`config.mk`:
```
export PLATFORM = sky130hd
export DESIGN_NAME = cache_tag_parity_error_handler
export DESIGN_NICKNAME = d
export VERILOG_FILES = /design/src/rtl/tag_parity_pkg.sv /design/src/rtl/cache_tag_parity_error_handler.sv
export SDC_FILE = /design/constraint.sdc
export NUM_CORES = 1
export LEC_CHECK = 0
export ABC_AREA = 0
export BUFFER_PORTS_ARGS = -buffer_cell sky130_fd_sc_hd__buf_2
export CAP_MARGIN = 5
export CORE_ASPECT_RATIO = 1.25
export CORE_MARGIN = 3
export CORE_UTILIZATION = 45
export DETAILED_ROUTE_END_ITERATION = 16
export PLACE_DENSITY = 0.76
export SETUP_SLACK_MARGIN = 0.1
export SLEW_MARGIN = 20
export SYNTH_ARGS = -nofsm -noshare
export SYNTH_HDL_FRONTEND = slang
export SYNTH_SLANG_ARGS = --single-unit
```
`constraint.sdc`:
```
create_clock -name clk -period 3 [get_ports clk]
set_input_delay 0.75 -clock clk [delete_from_list [all_inputs] [get_ports clk]]
set_output_delay 0.75 -clock clk [all_outputs]
set_load 0.05 [all_outputs]
```
`src/rtl/tag_parity_pkg.sv`:
```
// Package of constants, register offsets and carrier types for the tag parity error handler
package tag_parity_pkg;

  // ----------------------------------------------------------------
  // Widths
  // ----------------------------------------------------------------
  localparam int ADDR_W = 34;   // Physical address width
  localparam int TAG_W  = 20;   // Tag probe result width

  // ----------------------------------------------------------------
  // Register byte offsets on APB
  // ----------------------------------------------------------------
  localparam logic [11:0] OFF_CTRL   = 12'h000;  // cache_controller_control
  localparam logic [11:0] OFF_UE     = 12'h004;  // uncorrectable_error_log
  localparam logic [11:0] OFF_UEA_LO = 12'h008;  // uncorrectable_error_address_log low
  localparam logic [11:0] OFF_UEA_HI = 12'h00C;  // uncorrectable_error_address_log high
  localparam logic [11:0] OFF_STAT   = 12'h010;  // bus_interface_status
  localparam logic [11:0] OFF_FA_LO  = 12'h014;  // bus_interface_fault_address low
  localparam logic [11:0] OFF_FA_HI  = 12'h018;  // bus_interface_fault_address high
  localparam logic [11:0] OFF_TAG    = 12'h01C;  // tag_probe_result_reg

  // ----------------------------------------------------------------
  // Field positions
  // ----------------------------------------------------------------
  localparam int CTRL_ALLOC_BIT  = 0;  // allocation_enable_bit
  localparam int UE_PARITY_BIT   = 0;  // parity_fault_bit
  localparam int UE_MISSED_BIT   = 1;  // Missed error flag
  localparam int STAT_TPERR_BIT  = 0;  // tag_parity_flag
  localparam int STAT_TCPERR_BIT = 1;  // tag_control_parity_flag

  // ----------------------------------------------------------------
  // Reset values
  // ----------------------------------------------------------------
  localparam logic CTRL_ALLOC_RST = 1'b1;  // Allocation enabled out of reset

  // ----------------------------------------------------------------
  // Carrier types
  // ----------------------------------------------------------------
  typedef struct packed {
    logic              valid;     // Probe read the tag stores this cycle
    logic              from_cpu;  // 1: processor cycle, 0: system-bus snoop
    logic              rd_xchg;   // Bus read or exchange (snoop) / read block (cpu)
    logic              tag_perr;  // Tag parity mismatch
    logic              tc_perr;   // Tag-control parity mismatch
    logic [ADDR_W-1:0] addr;      // Physical address of the probe
    logic [TAG_W-1:0]  tag;       // Tag value returned by the probe
  } probe_s;

  typedef struct packed {
    logic psel;
    logic penable;
    logic pwrite;
    logic [11:0] paddr;
    logic [31:0] pwdata;
  } apb_req_s;

endpackage : tag_parity_pkg

```
`src/rtl/cache_tag_parity_error_handler.sv`:
```
// Tag and tag-control parity error handler for the board-level second-level cache
//
// Notes on behaviour
// - Check parity only on a probe
// - Processor probes every cacheable load or store
// - Processor probe error forces cache miss
// - Capture tag probe result on processor error
// - Processor probe error raises machine check
// - Set tag or tag-control status flags
// - Fault address holds failing probe address
// - Bus probe error reports fail outcome
// - Log bus error, address; raise error line
// - Flag uncorrectable data on bus read/exchange with a tag parity error
// - No data moved, no cache change
// - Allocation off until cleared and re-enabled
// - Processor probe error gives null transaction
// - No bus data, cache state unchanged
// - Fatal_cycle_ack ack and system error line
// - Log, freeze, disable allocation for processor
// - Set parity bit, latch bus address
// - Further errors only mark missed error
// - Uncorrectable data error forces machine check
// - Correctable errors use hardware error interrupt
// - System error line gives hardware interrupt
`timescale 1ns/1ps

module cache_tag_parity_error_handler
(
  input  wire logic                             clk,
  input  wire logic                             rst_n,
  // APB slave
  input  wire logic                             psel,
  input  wire logic                             penable,
  input  wire logic                             pwrite,
  input  wire logic [11:0]                      paddr,
  input  wire logic [31:0]                      pwdata,
  output logic      [31:0]                      prdata,
  output logic                                  pready,
  output logic                                  pslverr,
  // Probe from tag store compare logic (same clock)
  input  wire tag_parity_pkg::probe_s           probe,
  input  wire logic                             cacheable,
  // Data-path uncorrectable and correctable events
  input  wire logic                             data_uncorrectable,
  input  wire logic                             data_correctable,
  input  wire logic                             latent_error,
  // System-bus timing pins (from outside the clock domain)
  input  wire logic                             bus_phase_zero_pin,
  input  wire logic                             bus_idle_pin,
  input  wire logic                             bus_read_data_pin,
  input  wire logic                             sys_err_in_pin,
  // Outputs
  output logic                                  probe_req,
  output logic                                  force_miss,
  output logic                                  probe_fail,
  output logic                                  block_data,
  output logic                                  null_transaction,
  output logic                                  fatal_cycle_ack,
  output logic                                  machine_check,
  output logic                                  hw_error_irq,
  output logic                                  sys_err_out,
  output logic                                  data_uncorrectable_flag_line,
  output logic                                  alloc_enable
);

  // ----------------------------------------------------------------
  // Pin synchronisers
  // ----------------------------------------------------------------
  logic [3:0] sync_a;  // First stage, read only by second stage
  logic [3:0] sync_b;  // Second stage, safe to use

  // Two flops on every pin that comes from the bus timing domain
  always_ff @(posedge clk)
  begin
    if (!rst_n)
    begin
      sync_a <= 4'h0;
      sync_b <= 4'h0;
    end
    else
    begin
      sync_a <= {sys_err_in_pin, bus_read_data_pin, bus_idle_pin, bus_phase_zero_pin};
      sync_b <= sync_a;
    end
  end

  wire bus_t0       = sync_b[0];  // Synchronised phase-zero
  wire bus_idle     = sync_b[1];  // Synchronised idle cycle
  wire bus_rd_data  = sync_b[2];  // Memory returning read data
  wire sys_err_seen = sync_b[3];  // Any node driving system error
  // Raw pins and the first stage are never read past this point

  // ----------------------------------------------------------------
  // Probe decode
  // ----------------------------------------------------------------
  // Parity is qualified by probe valid so no error exists without a read
  wire perr       = probe.valid & (probe.tag_perr | probe.tc_perr);
  wire cpu_err    = perr & probe.from_cpu;
  wire bus_err    = perr & ~probe.from_cpu;
  wire bus_rd_err = bus_err & probe.rd_xchg & probe.tag_perr;

  // ----------------------------------------------------------------
  // Registers
  // ----------------------------------------------------------------
  logic                              alloc_bit;      // cache_controller_control
  logic                              parity_fault;   // parity_fault_bit
  logic                              missed;         // Missed error bit
  logic [tag_parity_pkg::ADDR_W-1:0] ue_addr;        // uncorrectable_error_address_log
  logic                              tperr;          // tag_parity_flag
  logic                              tcperr;         // tag_control_parity_flag
  logic [tag_parity_pkg::ADDR_W-1:0] fault_addr;     // bus_interface_fault_address
  logic [tag_parity_pkg::TAG_W-1:0]  tag_result;     // tag_probe_result_reg
  logic                              err_pending;    // System error waits for t0 or idle
  logic                              dflag_pending;  // Flag waits for read data phase

  // Register decodes; pready is constant, so the access phase is the write edge
  wire frozen   = parity_fault | missed;              // Log holds its first error
  wire wr_acc   = psel & penable & pwrite;
  wire ue_wr    = wr_acc & (paddr == tag_parity_pkg::OFF_UE);
  wire ctrl_wr  = wr_acc & (paddr == tag_parity_pkg::OFF_CTRL);
  wire stat_wr  = wr_acc & (paddr == tag_parity_pkg::OFF_STAT);
  // Phase zero and idle both give a slot for the error line
  wire drive_err = err_pending & (bus_t0 | bus_idle);

  // Control register: any probe error clears the enable bit; only a write sets it again
  always_ff @(posedge clk)
  begin
    if (!rst_n)
      alloc_bit <= tag_parity_pkg::CTRL_ALLOC_RST;
    else if (perr)
      alloc_bit <= 1'b0;
    else if (ctrl_wr)
      alloc_bit <= pwdata[tag_parity_pkg::CTRL_ALLOC_BIT];
  end

  // Allocation needs both the enable bit and a clean log
  assign alloc_enable = alloc_bit & ~frozen;

  // Uncorrectable log: first error in full, later ones as missed
  always_ff @(posedge clk)
  begin
    if (!rst_n)
    begin
      parity_fault <= 1'b0;
      missed       <= 1'b0;
      ue_addr      <= '0;
    end
    else if (perr && !frozen)
    begin
      parity_fault <= 1'b1;
      ue_addr      <= probe.addr;
    end
    else if (perr)
      missed <= 1'b1;
    else if (ue_wr)
    begin
      // Write one to clear; clearing both bits unfreezes the log
      if (pwdata[tag_parity_pkg::UE_PARITY_BIT])
        parity_fault <= 1'b0;
      if (pwdata[tag_parity_pkg::UE_MISSED_BIT])
        missed <= 1'b0;
    end
  end

  // Processor-side status, fault address and tag result
  always_ff @(posedge clk)
  begin
    if (!rst_n)
    begin
      tperr      <= 1'b0;
      tcperr     <= 1'b0;
      fault_addr <= '0;
      tag_result <= '0;
    end
    else if (cpu_err)
    begin
      tperr      <= tperr | probe.tag_perr;
      tcperr     <= tcperr | probe.tc_perr;
      fault_addr <= probe.addr;
      tag_result <= probe.tag;
    end
    else if (stat_wr)
    begin
      if (pwdata[tag_parity_pkg::STAT_TPERR_BIT])
        tperr <= 1'b0;
      if (pwdata[tag_parity_pkg::STAT_TCPERR_BIT])
        tcperr <= 1'b0;
    end
  end

  // System error waits for the next phase-zero or idle bus cycle
  always_ff @(posedge clk)
  begin
    if (!rst_n)
      err_pending <= 1'b0;
    else if (perr)
      err_pending <= 1'b1;
    else if (drive_err)
      err_pending <= 1'b0;
  end

  // Limitation: the flag stands for the first synced read-data cycle only
  // Data flag waits for memory to return the read data
  always_ff @(posedge clk)
  begin
    if (!rst_n)
      dflag_pending <= 1'b0;
    else if (bus_rd_err)
      dflag_pending <= 1'b1;
    else if (bus_rd_data)
      dflag_pending <= 1'b0;
  end

  // Registered outputs
  always_ff @(posedge clk)
  begin
    if (!rst_n)
    begin
      sys_err_out                  <= 1'b0;
      data_uncorrectable_flag_line <= 1'b0;
      machine_check                <= 1'b0;
      hw_error_irq                 <= 1'b0;
    end
    else
    begin
      sys_err_out                  <= drive_err;
      data_uncorrectable_flag_line <= dflag_pending & bus_rd_data;
      machine_check                <= cpu_err | data_uncorrectable;
      hw_error_irq                 <= data_correctable | latent_error
                                      | sys_err_seen;
    end
  end

  // ----------------------------------------------------------------
  // Probe responses, same cycle so the cycle can be steered
  // ----------------------------------------------------------------
  // Combinational so the cycle is steered before it reaches the bus
  assign probe_req        = probe.from_cpu & cacheable;
  assign force_miss       = cpu_err;
  assign probe_fail       = bus_err;
  assign block_data       = perr;
  assign null_transaction = cpu_err;
  assign fatal_cycle_ack  = cpu_err;

  // ----------------------------------------------------------------
  // APB read mux, zero wait state
  // ----------------------------------------------------------------
  // Unmapped or unaligned offsets read as zero
  wire [31:0] rd_mux =
      (paddr == tag_parity_pkg::OFF_CTRL)   ? {31'h0, alloc_bit} :
      (paddr == tag_parity_pkg::OFF_UE)     ? {30'h0, missed, parity_fault} :
      (paddr == tag_parity_pkg::OFF_UEA_LO) ? ue_addr[31:0] :
      (paddr == tag_parity_pkg::OFF_UEA_HI) ? {30'h0, ue_addr[33:32]} :
      (paddr == tag_parity_pkg::OFF_STAT)   ? {30'h0, tcperr, tperr} :
      (paddr == tag_parity_pkg::OFF_FA_LO)  ? fault_addr[31:0] :
      (paddr == tag_parity_pkg::OFF_FA_HI)  ? {30'h0, fault_addr[33:32]} :
      (paddr == tag_parity_pkg::OFF_TAG)    ? {12'h0, tag_result} : 32'h0;
  // Eight aligned words from offset zero
  wire mapped = (paddr[11:5] == 7'h00) & (paddr[1:0] == 2'h0);

  // Trade-off: no wait states, so reads show register contents directly
  assign pready  = 1'b1;                 // Always zero wait states
  assign pslverr = psel & penable & ~mapped;
  assign prdata  = rd_mux;

  // ----------------------------------------------------------------
  // Assertions
  // ----------------------------------------------------------------
  // A frozen log keeps its address and only marks a missed error
  property p_log_freeze;
    @(posedge clk) disable iff (!rst_n)
    (perr && frozen) |=> (ue_addr == $past(ue_addr)) && missed;
  endproperty
  a_log_freeze: assert property (p_log_freeze) else $error("frozen log changed");

  // Any probe error turns allocation off from the next cycle
  property p_alloc_off;
    @(posedge clk) disable iff (!rst_n)
    perr |=> !alloc_enable;
  endproperty
  a_alloc_off: assert property (p_alloc_off) else $error("allocation not disabled");

  // The first error is captured in full
  property p_first_log;
    @(posedge clk) disable iff (!rst_n)
    (perr && !frozen) |=> parity_fault && (ue_addr == $past(probe.addr));
  endproperty
  a_first_log: assert property (p_first_log) else $error("error not logged");

  // Processor error: fatal_cycle_ack ack and null cycle now, machine check next
  property p_cpu_mc;
    @(posedge clk) disable iff (!rst_n)
    cpu_err |-> fatal_cycle_ack && null_transaction ##1 machine_check;
  endproperty
  a_cpu_mc: assert property (p_cpu_mc) else $error("no machine check");

  // Processor registers capture the failing probe
  property p_fault_addr;
    @(posedge clk) disable iff (!rst_n)
    cpu_err |=> fault_addr == $past(probe.addr) && tag_result == $past(probe.tag);
  endproperty
  a_fault_addr: assert property (p_fault_addr) else $error("fault address wrong");

  // Snooped error fails the probe without steering the processor
  property p_bus_fail;
    @(posedge clk) disable iff (!rst_n)
    bus_err |-> probe_fail && block_data && !force_miss;
  endproperty
  a_bus_fail: assert property (p_bus_fail) else $error("fail outcome missing");

  // Error line pulses in the slot; pending clears unless a new error came
  property p_sys_err;
    @(posedge clk) disable iff (!rst_n)
    drive_err |=> sys_err_out && (!err_pending || $past(perr));
  endproperty
  a_sys_err: assert property (p_sys_err) else $error("system error not driven");

  // No probe, no error response
  property p_no_err_without_probe;
    @(posedge clk) disable iff (!rst_n)
    !probe.valid |-> !force_miss && !probe_fail;
  endproperty
  a_no_err_without_probe: assert property (p_no_err_without_probe) else $error("spurious error");

  // Status flags follow the parity bits of the failing processor probe
  property p_cpu_status;
    @(posedge clk) disable iff (!rst_n)
    cpu_err |=> (tperr || !$past(probe.tag_perr)) && (tcperr || !$past(probe.tc_perr));
  endproperty
  a_cpu_status: assert property (p_cpu_status) else $error("status flag not set");

  // Every probe error leaves the error line pending
  property p_err_pend;
    @(posedge clk) disable iff (!rst_n)
    perr |=> err_pending;
  endproperty
  a_err_pend: assert property (p_err_pend) else $error("error line not pending");

  // Snooped probes never steer the processor cycle
  property p_miss_only_cpu;
    @(posedge clk) disable iff (!rst_n)
    !probe.from_cpu |-> !force_miss && !null_transaction && !fatal_cycle_ack;
  endproperty
  a_miss_only_cpu: assert property (p_miss_only_cpu) else $error("snoop steered cpu");

  // Machine check only from a processor probe or uncorrectable data
  property p_mc_cause;
    @(posedge clk) disable iff (!rst_n)
    !(cpu_err || data_uncorrectable) |=> !machine_check;
  endproperty
  a_mc_cause: assert property (p_mc_cause) else $error("machine check without cause");

  // Clearing both log bits with no new error unfreezes the log
  property p_unfreeze;
    @(posedge clk) disable iff (!rst_n)
    (ue_wr && !perr && pwdata[tag_parity_pkg::UE_PARITY_BIT]
     && pwdata[tag_parity_pkg::UE_MISSED_BIT]) |=> !frozen;
  endproperty
  a_unfreeze: assert property (p_unfreeze) else $error("log still frozen");

  // Allocation stays off while any log bit is set
  property p_alloc_gate;
    @(posedge clk) disable iff (!rst_n)
    frozen |-> !alloc_enable;
  endproperty
  a_alloc_gate: assert property (p_alloc_gate) else $error("allocation while frozen");

  // Pending read error flags the returning data
  property p_dflag;
    @(posedge clk) disable iff (!rst_n)
    (dflag_pending && bus_rd_data) |=> data_uncorrectable_flag_line;
  endproperty
  a_dflag: assert property (p_dflag) else $error("data flag missing");

endmodule : cache_tag_parity_error_handler

```
==> flow_metrics.tcl <==
set metrics [dict create \
    cpPeakStageDelay_ns 0.57 \
    crit_path_end "prdata[19]" \
    ys_seq_elements 107 \
    routed_wl_um 13500 \
    cp.arrival_ns 2.42 \
    antenna_found_initial 0 \
    cts_max_level 3 \
    final_antenna_net_count 0 \
    die_area_sq_um 11500 \
    path_max_fanout 18 \
    detail_route.drc_violations 0 \
    fin_skew_ns 0.00705 \
    status "complete, but fails checks" \
    grt_max_degree 57 \
    synth_area_sq_um 4610 \
    critical-path-top-delay-family "simple AND/OR/NAND/NOR gates" \
    dp.cells 779 \
    finalCritPeriodShare_pct 106 \
    ff2ff_setup_slack_ns 1.50 \
    hold_slack_ns 0.433 \
    synth_nets 667 \
    syn_avg_cell_area_sq_um 8.36 \
    cts.sinks 107 \
    cts_tree "done" \
    postCtsHoldBufs 0 \
    fin_ws_ns -0.165 \
    hold_violations 0 \
    critPathCaptureType "primary output" \
    fin_util_pct 66.7 \
    final_cells 798 \
    numPortBuffers 129 \
    violations "negative setup slack" \
    ys_types 43 \
    cp.buffers_inverters 3 \
    path_clk_slew_ns 0.06 \
    hold_path_class "flip-flop to flip-flop" \
    clockBufferDepth 2 \
    first_iter_violations 283 \
    rows 40 \
    numCtsBuffers 9 \
    wl_per_cell_um 16.9 \
    slew_viol_final 0 \
    worstMarginPinSlew_ns 0.648 \
    required_ns 2.25 \
    overflow 0 \
    ios 161 \
    irDropWorstVdd_v 0.000351 \
    grt_pass1_vias 4404 \
    coreArea_sq_um 9810 \
    period_needed_ns 3.17 \
    cellPowerDensity_nw_per_um2 486 \
    max-slew-margin-rel_pct 56.8 \
    cap_violations 0 \
    startpoint_type "input pin" \
    synth-async-reset-ratio_pct 0 \
    ys_seq_area_share_pct 46.5 \
    chipWidth_um 96.5 \
    grt_pass1_wl_um 21100 \
    path_class "input pin to primary output" \
    ys.flop_type "dfxtp_1" \
    start_util_pct 47.0 \
    area_delta_synth_final_pct 42.1 \
    synth_edf_count 0 \
    worst-path-stages 6 \
    viasPerCell 5.60 \
    timing.rr.start "parity_fault$_SDFFE_PN0P_" \
    setup_viol 31 \
    ys_warn_count 0 \
    die_h_um 119 \
    antennaDiodeCount 0 \
    clkLatencyLatePin_ns 0.35 \
    rr_endpoint "ue_addr[12]$_SDFFE_PN0P_" \
    gp_congestion 0.836 \
    r2r_cells 3 \
    fill_cells 819 \
    cts_setup_buffers 0 \
    nets 783 \
    first_pass_iters 5 \
    drive_above_1_share_pct 33.0 \
    startpoint "paddr[6]" \
    dpl.hpwl_um 8340 \
    regArea_sq_um 2140 \
    fmax_mhz 316 \
    grt_usage_pct 23.2 \
    num_vias 4467 \
    crit_path_frequent_cell "or4_4" \
    path_cells "buf_6 -> or4_4 -> or4_4 -> buf_12 -> o2bb2ai_4 -> buf_8" \
    cellLeakagePower_nw 2.59 \
    crit_slowest_cell "or4_4" \
    ctsRootBufferMaster "clkbuf_16" \
    multi_input_area_sq_um 2660 \
    synth_cells 551 \
    rsz0062_at_grt "true" \
]
==> synth_stat cells, drive strengths merged (4+ instances only) <==
master	number	share of area (%)
a21oi	94	10
a22o	12	2.3
and2	10	1.4
and3	4	0.54
buf	15	2.3
clkbuf	38	3.1
dfxtp	107	47
inv	4	0.33
mux2i	19	4.1
nand2	109	8.9
nand3	35	3.8
nor2	11	0.90
nor3	5	0.54
o21ai	37	4.0
o2bb2ai	18	4.8
==> how the worst min path moves through the flow <==
stage	startpoint	end	slack, ns	cells after the start
after floorplan	err_pending$_SDFFE_PN0P_	sys_err_out$_SDFF_PN0_	0.41	2
after global placement	sync_a[0]$_SDFF_PN0_	sync_b[0]$_SDFF_PN0_	0.42	1
after detailed placement	sync_a[0]$_SDFF_PN0_	sync_b[0]$_SDFF_PN0_	0.42	1
after CTS	sync_a[0]$_SDFF_PN0_	sync_b[0]$_SDFF_PN0_	0.43	1
after global routing	sync_a[3]$_SDFF_PN0_	sync_b[3]$_SDFF_PN0_	0.46	1
final	sync_a[0]$_SDFF_PN0_	sync_b[0]$_SDFF_PN0_	0.43	1
==> flip-flops by register name, indices dropped and copies added (netlist names) <==
name	count
fault_addr	34
ue_addr	34
tag_result	20
sync_a	4
sync_b	4
alloc_bit	1
data_uncorrectable_flag_line	1
dflag_pending	1
err_pending	1
hw_error_irq	1
machine_check	1
missed	1
parity_fault	1
sys_err_out	1
tcperr	1
tperr	1
==> power by group <==
part	switching (mW)	total [mW]	internal, mW
clock network	0.515	1.23	0.716
registers	0.0487	1.54	1.49
logic	0.263	0.409	0.146
total	0.827	3.18	2.36
==> what timing repair did <==
item	CTS	global route
gates resized for setup	89	22
setup endpoints to repair	33	33
endpoints found under the hold margin	0	0
cloned	1	2
pin swaps	8	6
==> per-stage QoR <==
step                      total power [mW]  setup TNS (ns)  worst slack (ns)  instance area (sq um)
after global routing                  3.31           -5.60            -0.210                   6540
final                                 3.18           -3.87            -0.165                   6540
after floorplan                       1.81           -4.38            -0.218                   4960
after CTS                             3.19           -4.58            -0.188                   6390
after detailed placement              1.97           -9.09            -0.323                   5760
after global placement                1.95           -9.33            -0.326                   5760
==> final cells by class <==
cell class	count	area share [%]
Clock buffer	13	4.13
Timing Repair Buffer	158	19.2
Inverter	4	0.229
Tap cell	126	2.41
Clock inverter	3	0.688
Multi-Input combinational cell	387	40.7
Sequential cell	107	32.7
==> cell families (layout without fill, tap and decap cells) <==
group | after synthesis | after routing | synth area share, %
buffers and inverters | 57 | 178 | 5.68
muxes | 22 | 22 | 5.35
AOI/OAI and AO/OA | 174 | 174 | 23.7
DFF | 107 | 107 | 46.5
other | 1 | 1 | 0.0814
and+or+nand+nor | 190 | 190 | 18.7
==> layout by cell type (no fill, tap or decap), types with 3 or more instances in the layout <==
master       n
nand2_1    109
dfxtp_1    107
buf_2       95
a21oi_1     94
o21ai_0     36
nand3_1     35
buf_8       24
buf_4       20
mux2i_1     19
o2bb2ai_4   18
buf_6       14
a22o_4      12
clkbuf_16   11
and2_1      10
nor2_1       9
nor3_1       5
or4_4        3
nand2b_1     3
and3_1       3
clkbuf_8     3
buf_12       3
==> layer usage <==
layer | vias to the layer above | wire, um | track usage, %
met2 | 152 | 7150 | 39.6
met3 | 31 | 704 | 4.42
met1 | 2123 | 5270 | 27.9
met4 | 0 | 364 | 10.0
met5 | - | 0 | 0
li1 | 2161 | - | -
(Power assumes the default switching activity.)
